===== config.mk =====
export PLATFORM = sky130hd
export DESIGN_NAME = pmt_timer
export DESIGN_NICKNAME = d
export VERILOG_FILES = /design/src/logic/pmt_pkg.sv /design/src/logic/pmt_prescaler.sv /design/src/logic/pmt_timer.sv
export SDC_FILE = /design/constraint.sdc
export NUM_CORES = 1
export LEC_CHECK = 0
export BUFFER_PORTS_ARGS = -buffer_cell sky130_fd_sc_hd__buf_4
export CORE_UTILIZATION = 35
export DETAILED_ROUTE_END_ITERATION = 7
export HOLD_SLACK_MARGIN = 0.06
export PLACE_DENSITY = 0.67
export SYNTH_ARGS = -nofsm -noshare
export SYNTH_HDL_FRONTEND = slang
export SYNTH_SLANG_ARGS = --single-unit
export TNS_END_PERCENT = 10

===== constraint.sdc =====
create_clock -name i_clock -period 5.5 [get_ports i_clock]
set_input_delay 0.275 -clock i_clock [delete_from_list [all_inputs] [get_ports i_clock]]
set_output_delay 0.275 -clock i_clock [all_outputs]
set_load 0.02 [all_outputs]

===== src/logic/pmt_pkg.sv =====
// package: register map, field layout and timing constants of the period match timer
package pmt_pkg;
  // register byte offsets on the apb bus
  localparam logic [7:0] ADDR_CONTROL = 8'h00;
  localparam logic [7:0] ADDR_COUNT   = 8'h04;
  localparam logic [7:0] ADDR_PERIOD  = 8'h08;
  localparam logic [7:0] ADDR_FLAG    = 8'h0c;
  localparam logic [7:0] ADDR_ENABLE  = 8'h10;
  // timer_control fields and the flag/enable register bit
  localparam int POST_LSB  = 3;
  localparam int POST_MSB  = 6;
  localparam int RUN_BIT   = 2;
  localparam int PRE_LSB   = 0;
  localparam int PRE_MSB   = 1;
  localparam int FLAG_BIT  = 0;
  // reset values and control write mask
  localparam logic [7:0] CONTROL_RESET = 8'h00;
  localparam logic [7:0] COUNT_RESET   = 8'h00;
  localparam logic [7:0] PERIOD_RESET  = 8'hff;
  localparam logic [6:0] CONTROL_MASK  = 7'h7f;
  // prescale terminal counts (divide minus one)
  localparam logic [5:0] PRE_TC_1  = 6'h00;
  localparam logic [5:0] PRE_TC_4  = 6'h03;
  localparam logic [5:0] PRE_TC_16 = 6'h0f;
  localparam logic [5:0] PRE_TC_64 = 6'h3f;
  // instruction clock is the system clock divided by four
  localparam int CLOCK_MHZ     = 100;
  localparam int INSTR_DIV     = 4;
  localparam logic [1:0] INSTR_TC = 2'(INSTR_DIV - 1);
  // unmapped read data
  localparam logic [31:0] READ_ZERO = 32'h0000_0000;
endpackage


===== src/logic/pmt_prescaler.sv =====
// prescaler: divides instruction-clock ticks by 1, 4, 16 or 64
`timescale 1ns/10ps
`default_nettype none
module pmt_prescaler (
  input  wire logic       i_clock,
  input  wire logic       i_srst,
  input  wire logic       i_clear,
  input  wire logic       i_tick,
  input  wire logic [1:0] i_select,
  output logic            o_tick
);
  logic [5:0] count_reg;
  logic [5:0] count_next;
  logic [5:0] terminal;

  always_comb begin
    unique case (i_select)
      2'h0: terminal = pmt_pkg::PRE_TC_1;
      2'h1: terminal = pmt_pkg::PRE_TC_4;
      2'h2: terminal = pmt_pkg::PRE_TC_16;
      2'h3: terminal = pmt_pkg::PRE_TC_64;
    endcase
  end

  assign o_tick = i_tick && (count_reg >= terminal);

  always_comb begin
    count_next = count_reg;
    if (i_clear) begin
      count_next = 6'h00;
    end else if (o_tick) begin
      count_next = 6'h00;
    end else if (i_tick) begin
      count_next = count_reg + 6'h01;
    end
  end

  always_ff @(posedge i_clock) begin
    if (i_srst) begin
      count_reg <= 6'h00;
    end else begin
      count_reg <= count_next;
    end
  end
endmodule
`default_nettype wire


===== src/logic/pmt_timer.sv =====
// top: period match timer with prescaler, postscaler, apb registers and interrupt
//
// Functional notes
// (RULE_01) count increments from zero per prescaled tick
// (RULE_02) count equals period: pulse, then clear
// (RULE_03) reset clears count, period to ones
// (RULE_04) count/control writes clear pre/postscalers
// (RULE_05) matches feed postscaler; terminal sets flag
// (RULE_06) interrupt only when match enable set
// (RULE_07) postscale ratio code n gives 1:(n+1)
// (RULE_08) prescale 1, 4, 16 or 64
// (RULE_09) counts only while run bit set
// (RULE_10) control bit 7 reads zero
// (RULE_11) unscaled match pulse to capture unit
// (RULE_12) match output serves as shift clock
// (RULE_13) sleep stops counting, keeps registers
// (RULE_14) count and period readable and writable
// (RULE_15) flag set by hardware, software clears
//
// The APB register port and the register offsets were chosen for this implementation.
`timescale 1ns/10ps
`default_nettype none
module pmt_timer (
  input  wire logic        i_clock,
  input  wire logic        i_srst,
  input  wire logic        i_sleep,
  input  wire logic        i_psel,
  input  wire logic        i_penable,
  input  wire logic        i_pwrite,
  input  wire logic [7:0]  i_paddr,
  input  wire logic [31:0] i_pwdata,
  input  wire logic [3:0]  i_pstrb,
  output logic             o_pready,
  output logic             o_pslverr,
  output logic [31:0]      o_prdata,
  output logic             o_match_pulse,
  output logic             o_shift_clock,
  output logic             o_irq
);
  ////////////////////////////////////////////////////////////////////////////
  // bus decode
  logic bus_write;
  logic bus_read;
  logic wr_control;
  logic wr_count;
  logic wr_period;
  logic wr_flag;
  logic wr_enable;
  logic addr_ok;

  function automatic logic hit(input logic [7:0] addr, input logic [7:0] reg_addr);
    return addr == reg_addr;
  endfunction

  assign addr_ok = hit(i_paddr, pmt_pkg::ADDR_CONTROL) || hit(i_paddr, pmt_pkg::ADDR_COUNT)
                || hit(i_paddr, pmt_pkg::ADDR_PERIOD) || hit(i_paddr, pmt_pkg::ADDR_FLAG)
                || hit(i_paddr, pmt_pkg::ADDR_ENABLE);
  assign bus_write  = i_psel && i_penable && i_pwrite && i_pstrb[0];
  assign bus_read   = i_psel && !i_pwrite;
  assign wr_control = bus_write && hit(i_paddr, pmt_pkg::ADDR_CONTROL);
  assign wr_count   = bus_write && hit(i_paddr, pmt_pkg::ADDR_COUNT);
  assign wr_period  = bus_write && hit(i_paddr, pmt_pkg::ADDR_PERIOD);
  assign wr_flag    = bus_write && hit(i_paddr, pmt_pkg::ADDR_FLAG);
  assign wr_enable  = bus_write && hit(i_paddr, pmt_pkg::ADDR_ENABLE);

  // zero wait states; unmapped addresses answer with an error
  assign o_pready  = 1'b1;
  assign o_pslverr = i_psel && i_penable && !addr_ok;

  ////////////////////////////////////////////////////////////////////////////
  // registers
  logic [6:0] control_reg;
  logic [6:0] control_next;
  logic [7:0] count_reg;
  logic [7:0] count_next;
  logic [7:0] period_reg;
  logic [7:0] period_next;
  logic       flag_reg;
  logic       flag_next;
  logic       enable_reg;
  logic       enable_next;
  logic [1:0] instr_reg;
  logic [1:0] instr_next;
  logic [3:0] post_reg;
  logic [3:0] post_next;
  logic       match_pend_reg;
  logic       match_pend_next;
  logic       shift_reg;
  logic       shift_next;
  logic [31:0] rdata_reg;
  logic [31:0] rdata_next;

  logic       scaler_clear;
  logic       instr_tick;
  logic       pre_tick;
  logic       match;
  logic       post_terminal;
  logic       running;

  // sleep stops the timer without touching its contents
  assign running      = control_reg[pmt_pkg::RUN_BIT] && !i_sleep; // RULE_09 RULE_13
  assign scaler_clear = wr_count || wr_control; // RULE_04
  assign instr_tick   = running && (instr_reg == pmt_pkg::INSTR_TC); // RULE_01
  assign match        = (count_reg == period_reg); // RULE_02

  pmt_prescaler i_pmt_prescaler (
    .i_clock  (i_clock),
    .i_srst   (i_srst),
    .i_clear  (scaler_clear),
    .i_tick   (instr_tick),
    .i_select (control_reg[pmt_pkg::PRE_MSB:pmt_pkg::PRE_LSB]), // RULE_08
    .o_tick   (pre_tick)
  );

  // one match event per prescaled tick at which count equals period
  logic match_event;
  assign match_event   = pre_tick && match;
  assign post_terminal = match_event
                      && (post_reg == control_reg[pmt_pkg::POST_MSB:pmt_pkg::POST_LSB]); // RULE_07

  ////////////////////////////////////////////////////////////////////////////
  // control register: postscale, run and prescale fields
  always_comb begin
    control_next = control_reg;
    if (wr_control) begin
      control_next = i_pwdata[6:0] & pmt_pkg::CONTROL_MASK;
    end
  end

  always_ff @(posedge i_clock) begin
    if (i_srst) begin
      control_reg <= pmt_pkg::CONTROL_RESET[6:0];
    end else begin
      control_reg <= control_next;
    end
  end

  ////////////////////////////////////////////////////////////////////////////
  // period register
  always_comb begin
    period_next = period_reg;
    if (wr_period) begin
      period_next = i_pwdata[7:0]; // RULE_14
    end
  end

  always_ff @(posedge i_clock) begin
    if (i_srst) begin
      period_reg <= pmt_pkg::PERIOD_RESET; // RULE_03
    end else begin
      period_reg <= period_next;
    end
  end

  ////////////////////////////////////////////////////////////////////////////
  // interrupt enable
  always_comb begin
    enable_next = enable_reg;
    if (wr_enable) begin
      enable_next = i_pwdata[pmt_pkg::FLAG_BIT];
    end
  end

  always_ff @(posedge i_clock) begin
    if (i_srst) begin
      enable_reg <= 1'b0;
    end else begin
      enable_reg <= enable_next;
    end
  end

  ////////////////////////////////////////////////////////////////////////////
  // instruction clock phase: register writes leave it alone, so tick spacing stays even
  always_comb begin
    instr_next = instr_reg;
    if (running) begin
      instr_next = instr_reg + 2'h1;
    end
  end

  always_ff @(posedge i_clock) begin
    if (i_srst) begin
      instr_reg <= 2'h0;
    end else begin
      instr_reg <= instr_next;
    end
  end

  ////////////////////////////////////////////////////////////////////////////
  // count: write wins, otherwise clear after match, otherwise increment
  always_comb begin
    count_next = count_reg;
    if (wr_count) begin
      count_next = i_pwdata[7:0]; // RULE_14
    end else if (match_event) begin
      count_next = 8'h00; // RULE_02
    end else if (pre_tick) begin
      count_next = count_reg + 8'h01; // RULE_01
    end
  end

  always_ff @(posedge i_clock) begin
    if (i_srst) begin
      count_reg <= pmt_pkg::COUNT_RESET; // RULE_03
    end else begin
      count_reg <= count_next;
    end
  end

  ////////////////////////////////////////////////////////////////////////////
  // postscaler: counts unscaled matches
  always_comb begin
    post_next = post_reg;
    if (scaler_clear) begin
      post_next = 4'h0; // RULE_04
    end else if (post_terminal) begin
      post_next = 4'h0;
    end else if (match_event) begin
      post_next = post_reg + 4'h1; // RULE_05
    end
  end

  always_ff @(posedge i_clock) begin
    if (i_srst) begin
      post_reg <= 4'h0; // RULE_04
    end else begin
      post_reg <= post_next;
    end
  end

  ////////////////////////////////////////////////////////////////////////////
  // writing one clears the flag; a new terminal event in that cycle wins
  always_comb begin
    flag_next = flag_reg;
    if (wr_flag && i_pwdata[pmt_pkg::FLAG_BIT]) begin
      flag_next = 1'b0; // RULE_15
    end
    if (post_terminal && !scaler_clear) begin
      flag_next = 1'b1; // RULE_05 RULE_15
    end
  end

  always_ff @(posedge i_clock) begin
    if (i_srst) begin
      flag_reg <= 1'b0;
    end else begin
      flag_reg <= flag_next;
    end
  end

  ////////////////////////////////////////////////////////////////////////////
  // unscaled match pulse and shift clock, both from flip-flops
  always_comb begin
    match_pend_next = 1'b0;
    shift_next      = shift_reg;
    if (match_event) begin
      match_pend_next = 1'b1; // RULE_11
      shift_next      = !shift_reg; // RULE_12
    end
  end

  always_ff @(posedge i_clock) begin
    if (i_srst) begin
      match_pend_reg <= 1'b0;
      shift_reg      <= 1'b0;
    end else begin
      match_pend_reg <= match_pend_next;
      shift_reg      <= shift_next;
    end
  end

  ////////////////////////////////////////////////////////////////////////////
  // read data: captured in the setup cycle, held through the access cycle
  always_comb begin
    rdata_next = pmt_pkg::READ_ZERO;
    if (bus_read && !i_penable) begin
      if (hit(i_paddr, pmt_pkg::ADDR_CONTROL)) begin
        rdata_next = {25'h0, control_reg}; // RULE_10
      end else if (hit(i_paddr, pmt_pkg::ADDR_COUNT)) begin
        rdata_next = {24'h0, count_reg}; // RULE_14
      end else if (hit(i_paddr, pmt_pkg::ADDR_PERIOD)) begin
        rdata_next = {24'h0, period_reg}; // RULE_14
      end else if (hit(i_paddr, pmt_pkg::ADDR_FLAG)) begin
        rdata_next = {31'h0, flag_reg};
      end else if (hit(i_paddr, pmt_pkg::ADDR_ENABLE)) begin
        rdata_next = {31'h0, enable_reg};
      end
    end else if (bus_read) begin
      rdata_next = rdata_reg;
    end
  end

  always_ff @(posedge i_clock) begin
    if (i_srst) begin
      rdata_reg <= pmt_pkg::READ_ZERO;
    end else begin
      rdata_reg <= rdata_next;
    end
  end

  ////////////////////////////////////////////////////////////////////////////
  // outputs
  assign o_prdata      = rdata_reg;
  assign o_match_pulse = match_pend_reg; // RULE_11
  assign o_shift_clock = shift_reg; // RULE_12
  assign o_irq         = flag_reg && enable_reg; // RULE_06
endmodule
`default_nettype wire


==> flow_summary.ini <==
[floorplan]
initial_core_util = 0.363
rows = 32
fp.dieW_um = 91.7
core_sq_mm = 0.00777
dieArea_sq_mm = 0.00841
chipHeight_um = 91.7
ios = 87

[run_status]
status = finished clean

[yosys]
syn-mean-instance-area_sq_um = 8.12
syn_area_sq_mm = 0.00282
synthDistinctLibCells = 53
synth.top_cells.by_area = dfxtp_1 (33%), buf_4 (6.9%), a21oi_1 (6.4%)
ys.flop_type = dfxtp_1
syn_inst = 347
ys_ff_latch = 47
synth_enable_flop_cells = 0
synth_warnings = 0
ys_async_sr_fraction = 0
synth_top_area_cell = dfxtp_1
ys_seq_area_frac = 0.334
synth.top_cell.area_share = 0.334

[timing]
drv_slew = 0
finalHoldViolations = 0
max_freq_mhz = 418
relSlewSlack = 0.510
max_slew.worst_pin.slew_ns = 0.729
finalSetupViolations = 0
fin_tns_setup_ns = 0
rsz0062_at_grt = false
hold_slack_ns = 0.210
min_period_ns = 2.39
setup_ws_ns = 3.11
clock_skew_ns = 0.0100
timing.final.crit_share = 0.435

[placement]
place_area_sq_mm = 0.00302
place_hpwl_um = 4890
pre_cts_slack_ns = 3.02
dp_cells = 466
gp_congestion = 0.804
numPortBuffers = 34

[layout]
final_area_sq_mm = 0.00312
num-nets-final = 431
drive_above_1_share = 0.134
diodes = 0
nFillCells = 796
fin_cells = 474
syn_to_final_growth_pct = 10.7

[clocking]
clk_pin_slew_ns = 0.10
insertion_delay_ns = 0.30
htree_num_levels = 2
cts_root_buf = clkbuf_8
cts_resized = 0
cts_buffers = 5
cts_sinks = 47
ctsHoldBuffers = 0
cts_buffer_depth = 2
cts_tree = done
cts_setup_buffers = 0

[routing]
drtIter0Drc = 118
m1WireLength_um = 3060
totalWireLength_um = 6680
wl_met2_um = 3160
vias_per_cell = 5.30
top_layer = met4
vias = 2510
met3_length_um = 381
ant_nets = 0
wl_per_cell_um = 14.1
drt-pass1-iter-count = 4
drc = 0

[power_and_ir_drop]
ir_worst_vdd_mv = 0.106
power_density_mw_per_mm2 = 200
switchingPower_mw = 0.163
leakagePower_nw = 1.19
p_seq_frac = 0.546
pwr-share-clk = 0.363
p_int_mw = 0.460
p_comb_frac = 0.091
p_sw_frac = 0.261

[min_path]
worstHoldPathType = in2reg
worstHoldStart = i_pwdata[4]

[global_routing]
gr-total-overflow = 0
antenna_found_initial = 0
grt_pass1_vias = 2361
grt_max_degree = 44
grt_pass1_wl_um = 11400
track_usage = 0.167

[setup_path]
end_kind = register
criticalPathCategory = reg2reg
start_kind = register
path_max_fanout = 11
r2r_start = count_reg[4]
required_ns = 5.74
arrival_ns = 2.63
critPathLaunch = count_reg[4]

[job]
max-cap-violations = 0
final timing paths:
kind / slack [ns] / depth (start not counted) / to
setup / recovery: 3.11 / 5 / o_shift_clock
hold / removal: 0.21 / 3 / count_reg[4]
setup reg to reg: 3.11 / 5 / o_shift_clock
hold reg to reg: 0.46 / 2 / o_prdata[3]
area by class of cell:
cell class / instances / area [sq um] / share of cell area
flip-flops and latches: 47 / 941 / 0.302
well taps: 102 / 128 / 0.0409
inverters: 12 / 45.0 / 0.0145
repair buffers: 35 / 263 / 0.0843
clock inverters: 1 / 8.76 / 0.00281
multi-input cells: 270 / 1650 / 0.528
clock buffers: 7 / 86.3 / 0.0277
synth_stat cells, drive strengths merged, types with 2 or more instances:
| library cell | n |
|---|---|
| dfxtp | 47 |
| a21oi | 37 |
| nand2 | 35 |
| buf | 32 |
| nor2 | 22 |
| nand3 | 20 |
| and3 | 12 |
| inv | 12 |
| xor2 | 11 |
| ha | 10 |
| nor2b | 10 |
| clkbuf | 9 |
| a211o | 8 |
| o21ai | 8 |
| nand4 | 7 |
| o221ai | 6 |
| xnor2 | 6 |
| a31oi | 4 |
| nor3 | 4 |
| a311oi | 3 |
| and2 | 3 |
| mux2i | 3 |
| nor3b | 3 |
| nor4 | 3 |
| o211ai | 3 |
| o21bai | 3 |
| a21boi | 2 |
| a21o | 2 |
| and4 | 2 |
| conb | 2 |
| or3 | 2 |
metal layers:
| metal | vias up | track usage |
|---|---|---|
| met4 | 0 | 0.0586 |
| met3 | 6 | 0.0257 |
| li1 | 1232 | - |
| met5 | - | 0 |
| met1 | 1192 | 0.230 |
| met2 | 80 | 0.264 |
layout by cell type, fill, tap and decap left out, types with 8 or more instances in the layout:
cell and count:
dfxtp_1 47, a21oi_1 36, nand2_1 35, buf_4 35
conb_1 25, nor2_1 22, nand3_1 20, inv_1 12
and3_1 12, xor2_1 11, nor2b_1 10, ha_1 10
a211o_1 8
critical path: stages (launching register included):
cell	delay, ns
dfxtp_1	0.46
xor2_1	0.12
nor4_2	0.69
nand2_1	0.47
or3_1	0.43
a21oi_1	0.15
cell families (layout without fill, tap and decap cells):
kind of cell | count (synthesis) | after routing | share of synthesized area
buffers and inverters | 53 | 55 | 0.112
other | 2 | 25 | 0.00267
flip-flops | 47 | 47 | 0.334
adder cells (fa/ha/maj) | 10 | 10 | 0.0444
AND/OR/NAND/NOR | 130 | 130 | 0.244
XOR/XNOR | 17 | 17 | 0.0529
multiplexers | 4 | 4 | 0.0147
AO/OA/AOI/OAI | 84 | 84 | 0.195
per-stage QoR:
stage                      util  power, mW
after floorplan               -      0.398
after global placement    0.389      0.404
after detailed placement  0.389      0.405
after CTS                 0.401      0.625
after global routing      0.401      0.646
final                     0.401      0.623
power groups by stage:
stage / registers, mW / logic, mW / clock network, mW
2_1_floorplan: 0.348 / 0.0496 / 0
3_3_place_gp: 0.348 / 0.0561 / 0
3_5_place_dp: 0.348 / 0.0565 / 0
4_1_cts: 0.340 / 0.0565 / 0.229
5_1_grt: 0.340 / 0.0621 / 0.244
6_report: 0.340 / 0.0568 / 0.226
No activity file was read; power rests on OpenSTA's default activity.
